--- config.mk ---
export PLATFORM = sky130hd
export DESIGN_NAME = dmx_exec
export DESIGN_NICKNAME = d
export VERILOG_FILES = /design/src/logic/dmx_pkg.sv /design/src/logic/dmx_exec.sv
export VERILOG_INCLUDE_DIRS = /design/src /design/src/logic
export SDC_FILE = /design/constraint.sdc
export NUM_CORES = 1
export LEC_CHECK = 0
export BUFFER_PORTS_ARGS = -buffer_cell sky130_fd_sc_hd__buf_2
export CAP_MARGIN = 10
export CORE_UTILIZATION = 35
export CTS_CLUSTER_DIAMETER = 150
export CTS_CLUSTER_SIZE = 14
export DETAILED_ROUTE_END_ITERATION = 10
export PLACE_DENSITY_LB_ADDON = 0.1
export SYNTH_ARGS = -nofsm -noshare
export SYNTH_HDL_FRONTEND = slang
export SYNTH_SLANG_ARGS = --single-unit
--- constraint.sdc ---
create_clock -name clock -period 3.1 [get_ports clock]
set_input_delay 0.155 -clock clock [delete_from_list [all_inputs] [get_ports clock]]
set_output_delay 0.155 -clock clock [all_outputs]
set_load 0.005 [all_outputs]
--- src/logic/dmx_cfg.svh ---
// Purpose: constants for the data-move decode and execute block
// Assumes: 16-bit instruction words, 8-bit data, 12-bit data addresses
// Notes:   included by the execute module
`ifndef DMX_CFG_SVH
`define DMX_CFG_SVH

// quarter-phase timing
`define DMX_Q_DIV          3'd2     // clocks per quarter-phase (10 ns at 200 MHz)
`define DMX_Q1             2'h0     // decode
`define DMX_Q2             2'h1     // read
`define DMX_Q3             2'h2     // process
`define DMX_Q4             2'h3     // write

// opcode fields
`define DMX_OPC_MOVE_FILE  6'h14    // 0101 00da, bits 15:10
`define DMX_OPC_LOAD_BANK  8'h01    // 0000 0001, bits 15:8
`define DMX_OPC_LOAD_W     8'h0e    // 0000 1110, bits 15:8
`define DMX_PFX_FF_SRC     4'hc     // first word of file-to-file move
`define DMX_PFX_FF_DST     4'hf     // second word of file-to-file move
`define DMX_D_BIT          9        // destination select bit
`define DMX_A_BIT          8        // access/bank select bit

// addressing
`define DMX_ILO_MAX        8'h5f    // highest indexed / low access offset
`define DMX_ACCESS_HI      4'hf     // page of the upper access bank
`define DMX_W_ADDR         12'hff0  // data-space address of the working register

// reset values
`define DMX_W_RST          8'h00
`define DMX_BSR_RST        8'h00
`endif

--- src/logic/dmx_pkg.sv ---
// Purpose: types shared by the data-move execute block
// Assumes: constants come from dmx_cfg.svh
// Notes:   states and op kinds carry no explicit codes
`default_nettype none
package dmx_pkg;
   // sequencer states
   typedef enum logic [1:0] {st_idle, st_ff_first, st_ff_second, st_ff_write} dmx_state_t;
   // instruction kinds in flight
   typedef enum logic [2:0] {op_none, op_move_file, op_move_ff, op_load_bank,
                             op_load_w} dmx_op_t;
   // data memory request
   typedef struct packed {
      logic        rd;
      logic        wr;
      logic [11:0] addr;
      logic [7:0]  wdata;
   } dmx_mem_req_t;
endpackage
`default_nettype wire

--- src/logic/dmx_exec.sv ---
// Purpose: decode and execute four data-move instructions over four quarter-phases
// Assumes: instruction word and memory read data come from logic on the same clock;
//          read data is valid by the end of the read quarter
// Notes:   one instruction cycle is four quarters of DMX_Q_DIV clocks each
// Notes on behaviour
// RULE_01: file move copies value, updates N and Z
// RULE_02: d=0 writes working register, d=1 writes file
// RULE_03: a=0 access bank, a=1 bank select register
// RULE_04: extended mode, a=0, f<=95 uses indexed offset
// RULE_05: file operand is 8 bits, whole bank
// RULE_06: file-to-file move is two words, 12-bit addresses
// RULE_07: working register may be source or destination
// RULE_08: stream never targets program counter or stack bytes
// RULE_09: two cycles, no flags, no dummy read
// RULE_10: bank load clears bits 7:4, flags unchanged
// RULE_11: literal to working register, one cycle, no flags
`timescale 1ns/1ps
`include "dmx_cfg.svh"
`default_nettype none
module dmx_exec
   import dmx_pkg::*;
(
   // clock and reset
   input  wire logic         clock,
   input  wire logic         reset,
   // instruction stream
   input  wire logic         instr_valid,
   input  wire logic [15:0]  instr_word,
   // extended mode
   input  wire logic         ext_enable,
   input  wire logic [11:0]  index_base,
   // data memory
   input  wire logic [7:0]   mem_rdata,
   output var  dmx_mem_req_t mem_q,
   // core state
   output var  logic [7:0]   w_q,
   output var  logic [7:0]   bsr_q,
   output var  logic         flag_n_q,
   output var  logic         flag_z_q,
   output var  logic [1:0]   phase_q
);
   logic [2:0]  div_q;      // clocks within a quarter
   logic        qce;        // last clock of a quarter
   dmx_state_t  state_q;    // sequencer state
   dmx_op_t     op_q;       // instruction in flight
   logic        d_q;        // destination select
   logic [7:0]  lit_q;      // literal or file operand
   logic [11:0] dst_q;      // file-to-file destination
   logic [7:0]  data_q;     // value being moved
   logic        take;       // decode point of an instruction cycle

   assign qce  = (div_q == `DMX_Q_DIV - 3'd1);
   assign take = qce && (phase_q == `DMX_Q1);

   // effective address of an 8-bit file operand
   function automatic logic [11:0] file_addr(input logic [7:0] f, input logic a,
                                             input logic ext, input logic [11:0] base,
                                             input logic [7:0] bank_select_register);
      file_addr = {`DMX_ACCESS_HI, f};
      if (a) begin
         file_addr = {bank_select_register[3:0], f};                          // [RULE_03] [RULE_05]
      end else if (f <= `DMX_ILO_MAX) begin
         // indexed offset only with the extended set
         file_addr = ext ? base + {4'h0, f} : {4'h0, f};     // [RULE_04]
      end
   endfunction

   // quarter divider and phase counter
   always_ff @(posedge clock or posedge reset) begin
      if (reset) begin
         div_q   <= 3'h0;
         phase_q <= `DMX_Q1;
      end else if (qce) begin
         div_q   <= 3'h0;
         phase_q <= phase_q + 2'h1;
      end else begin
         div_q <= div_q + 3'h1;
      end
   end

   // decode and sequencing
   always_ff @(posedge clock or posedge reset) begin
      if (reset) begin
         state_q <= st_idle;
         op_q    <= op_none;
         d_q     <= 1'b0;
         lit_q   <= 8'h00;
         dst_q   <= 12'h000;
      end else if (take && state_q == st_idle) begin
         d_q   <= instr_word[`DMX_D_BIT];
         lit_q <= instr_word[7:0];
         op_q  <= op_none;
         if (instr_valid) begin
            if (instr_word[15:10] == `DMX_OPC_MOVE_FILE) begin
               op_q <= op_move_file;                         // [RULE_01]
            end else if (instr_word[15:12] == `DMX_PFX_FF_SRC) begin
               op_q    <= op_move_ff;                        // [RULE_06]
               state_q <= st_ff_first;
            end else if (instr_word[15:8] == `DMX_OPC_LOAD_BANK) begin
               op_q <= op_load_bank;
            end else if (instr_word[15:8] == `DMX_OPC_LOAD_W) begin
               op_q <= op_load_w;                            // [RULE_11]
            end
         end
      end else if (take && state_q == st_ff_second) begin
         // second word must carry the destination prefix, else drop the move
         if (instr_valid && instr_word[15:12] == `DMX_PFX_FF_DST) begin
            dst_q   <= instr_word[11:0];                     // [RULE_06]
            state_q <= st_ff_write;
         end else begin
            op_q    <= op_none;
            state_q <= st_idle;
         end
      end else if (qce && phase_q == `DMX_Q4) begin
         case (state_q)
            st_ff_first: state_q <= st_ff_second;            // [RULE_09]
            st_ff_write: begin
               state_q <= st_idle;
               op_q    <= op_none;
            end
            st_idle:     op_q <= op_none;
            default:     state_q <= st_idle;
         endcase
      end
   end

   // data memory requests: read in Q2, write in Q4
   always_ff @(posedge clock or posedge reset) begin
      if (reset) begin
         mem_q <= '0;
      end else if (take && state_q == st_idle) begin
         mem_q.rd <= 1'b0;
         if (instr_valid && instr_word[15:10] == `DMX_OPC_MOVE_FILE) begin
            mem_q.rd   <= 1'b1;
            mem_q.addr <= file_addr(instr_word[7:0], instr_word[`DMX_A_BIT], ext_enable,
                                    index_base, bsr_q);
         end else if (instr_valid && instr_word[15:12] == `DMX_PFX_FF_SRC) begin
            // a working-register source needs no memory read
            mem_q.rd   <= (instr_word[11:0] != `DMX_W_ADDR); // [RULE_07]
            mem_q.addr <= instr_word[11:0];
         end
      end else if (qce && phase_q == `DMX_Q2) begin
         mem_q.rd <= 1'b0;
      end else if (qce && phase_q == `DMX_Q3) begin
         if (op_q == op_move_file && d_q) begin
            mem_q.wr    <= 1'b1;                             // [RULE_02]
            mem_q.wdata <= data_q;
         end else if (state_q == st_ff_write && dst_q != `DMX_W_ADDR) begin
            mem_q.wr    <= 1'b1;                             // [RULE_09]
            mem_q.addr  <= dst_q;
            mem_q.wdata <= data_q;
         end
      end else if (qce && phase_q == `DMX_Q4) begin
         mem_q.wr <= 1'b0;
      end
   end

   // capture the moved value at the end of the read quarter
   always_ff @(posedge clock or posedge reset) begin
      if (reset) begin
         data_q <= 8'h00;
      end else if (qce && phase_q == `DMX_Q2 &&
                   (op_q == op_move_file || state_q == st_ff_first)) begin
         data_q <= (op_q == op_move_ff && mem_q.addr == `DMX_W_ADDR) ? w_q : mem_rdata;
      end
   end

   // working register
   always_ff @(posedge clock or posedge reset) begin
      if (reset) begin
         w_q <= `DMX_W_RST;
      end else if (qce && phase_q == `DMX_Q4) begin
         if (op_q == op_move_file && !d_q) begin
            w_q <= data_q;                                   // [RULE_02]
         end else if (op_q == op_load_w) begin
            w_q <= lit_q;                                    // [RULE_11]
         end else if (state_q == st_ff_write && dst_q == `DMX_W_ADDR) begin
            w_q <= data_q;                                   // [RULE_07]
         end
      end
   end

   // bank select register, upper nibble held at zero
   always_ff @(posedge clock or posedge reset) begin
      if (reset) begin
         bsr_q <= `DMX_BSR_RST;
      end else if (qce && phase_q == `DMX_Q4 && op_q == op_load_bank) begin
         bsr_q <= {4'h0, lit_q[3:0]};                        // [RULE_10]
      end
   end

   // negative and zero flags, touched only by the file move
   always_ff @(posedge clock or posedge reset) begin
      if (reset) begin
         flag_n_q <= 1'b0;
         flag_z_q <= 1'b0;
      end else if (qce && phase_q == `DMX_Q4 && op_q == op_move_file) begin
         flag_n_q <= data_q[7];                              // [RULE_01]
         flag_z_q <= (data_q == 8'h00);
      end
   end
endmodule
`default_nettype wire

==> impl_metrics.json, run 1 <==
{
  "status": "finished, violations left",
  "violations": "design-rule violations",
  "fmax_ghz": 0.411,
  "holdCritStartpoint": "instr_word[4]",
  "fp.dieH_um": 112,
  "rrSetupSlack_ns": 0.67,
  "grt_pass1_vias": 3363,
  "end_kind": "register",
  "first_iter_violations": 142,
  "synth_ff_type": "dfrtp_1",
  "fp-row-count": 39,
  "drc": 4,
  "port_buffers": 77,
  "hold_viol": 0,
  "wire_per_inst_um": 17.9,
  "gp_congestion": 0.777,
  "clk_path_buf_depth": 2,
  "core_region_area_um2": 11600,
  "worstRegToRegCells": 5,
  "hold_end": "lit_q[4]",
  "start_kind": "register",
  "ys_seq_area_frac": 0.444,
  "clock_latency_ns": 0.33,
  "die_area_um2": 12500,
  "ant_nets": 0,
  "gr-total-overflow": 0,
  "cts-root-buf": "clkbuf_16",
  "synth_edf_count": 0,
  "dr.pass1.iters": 8,
  "via_count": 3495,
  "clkTransAtPathRegs_ns": 0.06,
  "initial_core_util": 0.364,
  "numClockSinks": 75,
  "finalSetupViolCount": 0,
  "timing.rr.start": "div_q[2]",
  "fillers": 1155,
  "rsz0062_at_grt": "no",
  "post-route-min-period_ns": 2.43,
  "synth_cell_types": 61,
  "final_layout_size_suffix_gt1_frac": 0.262,
  "antenna_found_initial": 0,
  "synthToLayoutAreaGrowth_pct": 19.7,
  "cts_setup_buffers": 0,
  "synth-seq-cells": 75,
  "io_pins": 82,
  "grt_max_degree": 30,
  "ctsHoldBuffers": 1,
  "cp_max_fo": 14,
  "critPathLaunch": "div_q[2]",
  "final_core_util": 0.436,
  "synthCells": 421,
  "powerDensity_nw_per_um2": 667,
  "synth-warning-count": 0,
  "grt_pass1_wl_um": 18600,
  "ir_worst_vdd_uv": 243,
  "antenna_cells": 0,
  "cts_tree": "built",
  "drv_cap": 0,
  "synthArstFlopShare": 1.00,
  "dp_hpwl_um": 9050,
  "slew_viol_final": 0,
  "crit_arrival_ns": 2.65,
  "fin_skew_ns": 0.00475,
  "critPathKind": "register to register",
  "avgSynthCellArea_um2": 10.0,
  "hold_ws_ns": 0.0936,
  "hold_depth": 3,
  "cts_buffers": 9,
  "via_per_inst": 5.38,
  "critical_path_required_ns": 3.32,
  "worst_slew_pin_slew_ns": 1.11,
  "die_width_um": 112,
  "p_leak_uw": 0.00252,
  "setup_tns_ns": 0,
  "timing.final.crit_share": 0.785,
  "cts_resized": 0,
  "track_usage": 0.196,
  "min-delay-path-class": "input pin to register",
  "wirelength_um": 11600,
  "slew_headroom": 0.257,
  "r2r_end": "dst_q[5]",
  "synth_area_um2": 4230,
  "nets": 561,
  "htree_levels": 3
}
==> sequential cells by signal, summed over array words and instances (netlist names) <==
signal and cells:
dst_q 12, div_q 3, flag_n_q 1, bsr_q 4, d_q 1, data_q 8, lit_q 8, op_q 3
w_q 8, phase_q 2, flag_z_q 1, state_q 2, mem_q 22
==> final cells by class <==
cell class / count / area, µm² / share of cell area
clock buffer: 10 / 239 / 0.0472
clock inverter: 4 / 51.3 / 0.0101
multi-input combinational: 317 / 2200 / 0.435
sequential: 75 / 1880 / 0.371
timing repair buffer: 86 / 455 / 0.0900
inverter: 15 / 58.8 / 0.0116
tap: 143 / 179 / 0.0353
==> metrics by stage <==
stage	setup slack (ns)	cells	power [µW]	area, µm²
after floorplan	1.04	424	2010	4240
after global placement	0.748	635	2360	4760
after detailed placement	0.662	635	2380	4760
after CTS	0.653	650	3420	5060
after global routing	0.533	650	3600	5060
final	0.667	650	3380	5060
==> worst max path at each step <==
| stage | to | slack (ns) | depth (start not counted) |
|---|---|---|---|
| 3_5_place_dp | dst_q[5] | 0.66 | 5 |
| 3_3_place_gp | dst_q[5] | 0.75 | 5 |
| 6_report | dst_q[5] | 0.67 | 5 |
| 5_1_grt | dst_q[5] | 0.53 | 5 |
| 2_1_floorplan | bsr_q[0] | 1.04 | 1 |
| 4_1_cts | dst_q[5] | 0.65 | 5 |
==> worst max-delay path: stages (launching register included) <==
cell	delay, ns
dfrtp_1	0.43
nor3b_4	0.54
nand3_2	0.18
or3_4	0.45
nor2_4	0.32
mux2_2	0.38
==> logic make-up (layout without fill, tap and decap cells) <==
logic type	after synthesis	after routing	synth area share
AND/OR/NAND/NOR	157	157	0.196
other	1	4	0.000887
adder cells (fa/ha/maj)	17	17	0.0521
flip-flops	75	75	0.444
AO/OA/AOI/OAI	84	84	0.133
XOR/XNOR	8	8	0.0166
multiplexers	47	47	0.120
buffers and inverters	32	115	0.0382
==> where the power goes <==
part / internal, µW / switching, µW / total, µW
Clock: 637 / 397 / 1030
Combinational: 403 / 508 / 912
Sequential: 1230 / 204 / 1430
==> synth_stat cells (all sizes together) (7+ instances only) <==
library cell	count	share of area
dfrtp	75	0.44
nand2	58	0.051
nor2	35	0.033
mux2	28	0.075
o21ai	25	0.030
a21oi	23	0.028
mux2i	19	0.045
ha	16	0.047
nand3	16	0.020
inv	15	0.014
buf	14	0.022
a221oi	7	0.016
nand4	7	0.012
==> cell usage in the layout (no fill, tap or decap), types with 4 or more instances in the layout <==
cell type  instances
and3_1             4
ha_1              16
clkbuf_16          9
nor2_1            34
a21oi_1           22
nand2_1           58
mux2i_1           19
buf_2             77
nand3_1           15
nor3_1             5
a221oi_1           6
xnor2_1            5
dfrtp_1           75
mux2_1            10
conb_1             4
o21ai_0           25
o211ai_1           5
nand4_1            6
inv_1             13
mux2_2            18
nor4_1             6
buf_4              8
==> layer usage <==
metal  wire [µm]  global-route usage  share of wire  vias up
li1            -                   -              -     1681
met1        5480               0.276           0.47     1707
met2        5410               0.300           0.47       94
met3         564              0.0343          0.049       13
met4         158              0.0766          0.014        0
met5           0                   0              0        -
No activity file was read; power rests on OpenSTA's default activity.
==> inputs of run 2 (changes only) <==
- clock period: 3.1 -> 2.28 ns (I/O delays scaled with it)
==> run 2 against run 1 <==
Against the previous run: the run still ends with design-rule violations left; first-iteration DRC count grew 34%; final cell count grew 2.0%; cell area grew 2.1%; sequential power grew 36%; utilization grew 0.89 points; critical path type unchanged; global-route usage shrank 0.22 points; register-to-register slack lost 0.51 ns.
==> impl_metrics.json, run 2 (synthesis gave the netlist of run 1 again) <==
{
  "fin_area_um2": 5170,
  "ir_worst_vdd_uv": 372,
  "track_usage": 0.194,
  "timing.final.crit_share": 0.933,
  "dp_hpwl_um": 8960,
  "nets": 572,
  "grt_max_degree": 36,
  "largest_reg_flops": 22,
  "clk_path_buf_depth": 2,
  "gr-total-overflow": 0,
  "place_area_um2": 4840,
  "sw_frac_of_total": 0.340,
  "p_leak_uw": 0.00258,
  "clkPwrFrac": 0.294,
  "rsz0062_at_grt": "no",
  "io_pins": 82,
  "wirelength_um": 11600,
  "fp-row-count": 39,
  "initial_core_util": 0.364,
  "cp_max_fo": 8,
  "timing.rr.start": "state_q[0]",
  "power_frac_comb": 0.283,
  "finalSetupViolCount": 0,
  "via_count": 3569,
  "ant_nets": 0,
  "hold_end": "lit_q[3]",
  "crit_arrival_ns": 2.33,
  "drv_cap": 0,
  "critical_path_required_ns": 2.48,
  "end_kind": "register",
  "internal_power_uw": 3040,
  "violations": "design-rule violations",
  "netSwitchingPower_uw": 1570,
  "holdCritStartpoint": "instr_word[3]",
  "dr.pass1.iters": 7,
  "cts_tree": "built",
  "cts_resized": 0,
  "final_layout_size_suffix_gt1_frac": 0.281,
  "min-delay-path-class": "input pin to register",
  "setup_tns_ns": 0,
  "reg.largest.list": "mem_q (22), dst_q (12)",
  "mostFrequentLayoutCells": "buf_2, dfrtp_1, nand2_1, nor2_1, o21ai_0",
  "critPathKind": "register to register",
  "status": "finished, violations left",
  "grt_pass1_wl_um": 18700,
  "powerDensity_nw_per_um2": 892,
  "clock_latency_ns": 0.34,
  "htree_levels": 3,
  "fillers": 1167,
  "cts_buffers": 9,
  "die_width_um": 112,
  "fin_skew_ns": 0.00793,
  "start_kind": "register",
  "synthToLayoutAreaGrowth_pct": 22.2,
  "clkTransAtPathRegs_ns": 0.06,
  "hold_ws_ns": 0.0460,
  "wire_per_inst_um": 17.4,
  "first_iter_violations": 190,
  "hold_viol": 0,
  "place_ws_ns": 0.0773,
  "via_per_inst": 5.38,
  "post-route-min-period_ns": 2.13,
  "worst_slew_pin_slew_ns": 1.09,
  "grt_pass1_vias": 3478,
  "regMostFlops": "mem_q",
  "core_region_area_um2": 11600,
  "slew_headroom": 0.270,
  "die_area_um2": 12500,
  "hold_depth": 3,
  "port_buffers": 77,
  "power_uw": 4610,
  "pwr-share-seq": 0.423,
  "antenna_found_initial": 0,
  "layout_commonest_cell": "buf_2",
  "gp_congestion": 0.806,
  "slew_viol_final": 0,
  "r2r_end": "mem_q[17]",
  "fmax_ghz": 0.470,
  "drc": 4,
  "numClockSinks": 75,
  "cts-root-buf": "clkbuf_16",
  "worstRegToRegCells": 8,
  "fin_ws_ns": 0.153,
  "fp.dieH_um": 112,
  "antenna_cells": 0,
  "rrSetupSlack_ns": 0.15
}
-- run 2: changes by cell type in the layout (fill, tap and decap cells not counted) --
cell | previous run | this run
inv_6 | 1 | 2
bufinv_16 | 1 | 0
buf_12 | 0 | 2
clkinv_4 | 0 | 2
buf_4 | 8 | 17
-- run 2: per-stage QoR --
step                cells  utilization
floorplan             424            -
global placement      644        0.417
detailed placement    644        0.417
CTS                   661        0.442
global route          663        0.445
finish                663        0.445
-- run 2: timing repair --
item                                    in CTS  in global routing
hold buffers                                 1                  0
endpoints found under the setup margin       0                  9
endpoints found under the hold margin       33                  0
buffers inserted                             0                  2
-- run 2: how the worst max path moves through the flow --
stage	slack [ns]	end	depth (start not counted)	startpoint
global placement	0.15	dst_q[5]	5	div_q[2]
global route	0.005	mem_q[17]	8	phase_q[0]
detailed placement	0.08	mem_q[18]	10	instr_word[0]
floorplan	0.26	bsr_q[0]	1	reset
finish	0.15	mem_q[17]	8	state_q[0]
CTS	0.11	dst_q[5]	5	div_q[2]
-- run 2: power by group through the flow --
| stage | clock network [µW] | logic [µW] | registers (µW) |
|---|---|---|---|
| 6_report | 1350 | 1300 | 1950 |
| 5_1_grt | 1450 | 1460 | 2000 |
| 4_1_cts | 1390 | 1320 | 1950 |
| 3_5_place_dp | 0 | 1310 | 1980 |
| 3_3_place_gp | 0 | 1290 | 1970 |
| 2_1_floorplan | 0 | 820 | 1910 |
-- run 2: critical path, stage by stage (launching register included) --
cell	delay, ns
dfrtp_1	0.40
inv_1	0.08
ha_1	0.30
nand2_1	0.12
nand4b_2	0.16
o32ai_4	0.41
inv_4	0.12
a221oi_2	0.30
nand3_1	0.11
-- run 2: area by class of cell --
class	count	area, µm²	area share
sequential	75	1880	0.363
inverter	15	58.8	0.0114
timing repair buffer	97	563	0.109
multi-input combinational	317	2200	0.426
clock inverter	6	47.5	0.00920
tap	143	179	0.0346
clock buffer	10	239	0.0463
-- run 2: routing by layer --
metal | up-vias | part of all wire | GRT usage
li1 | 1716 | - | -
met1 | 1752 | 0.49 | 0.280
met2 | 90 | 0.46 | 0.295
met3 | 11 | 0.043 | 0.0365
met4 | 0 | 0.012 | 0.0559
met5 | - | 0 | 0
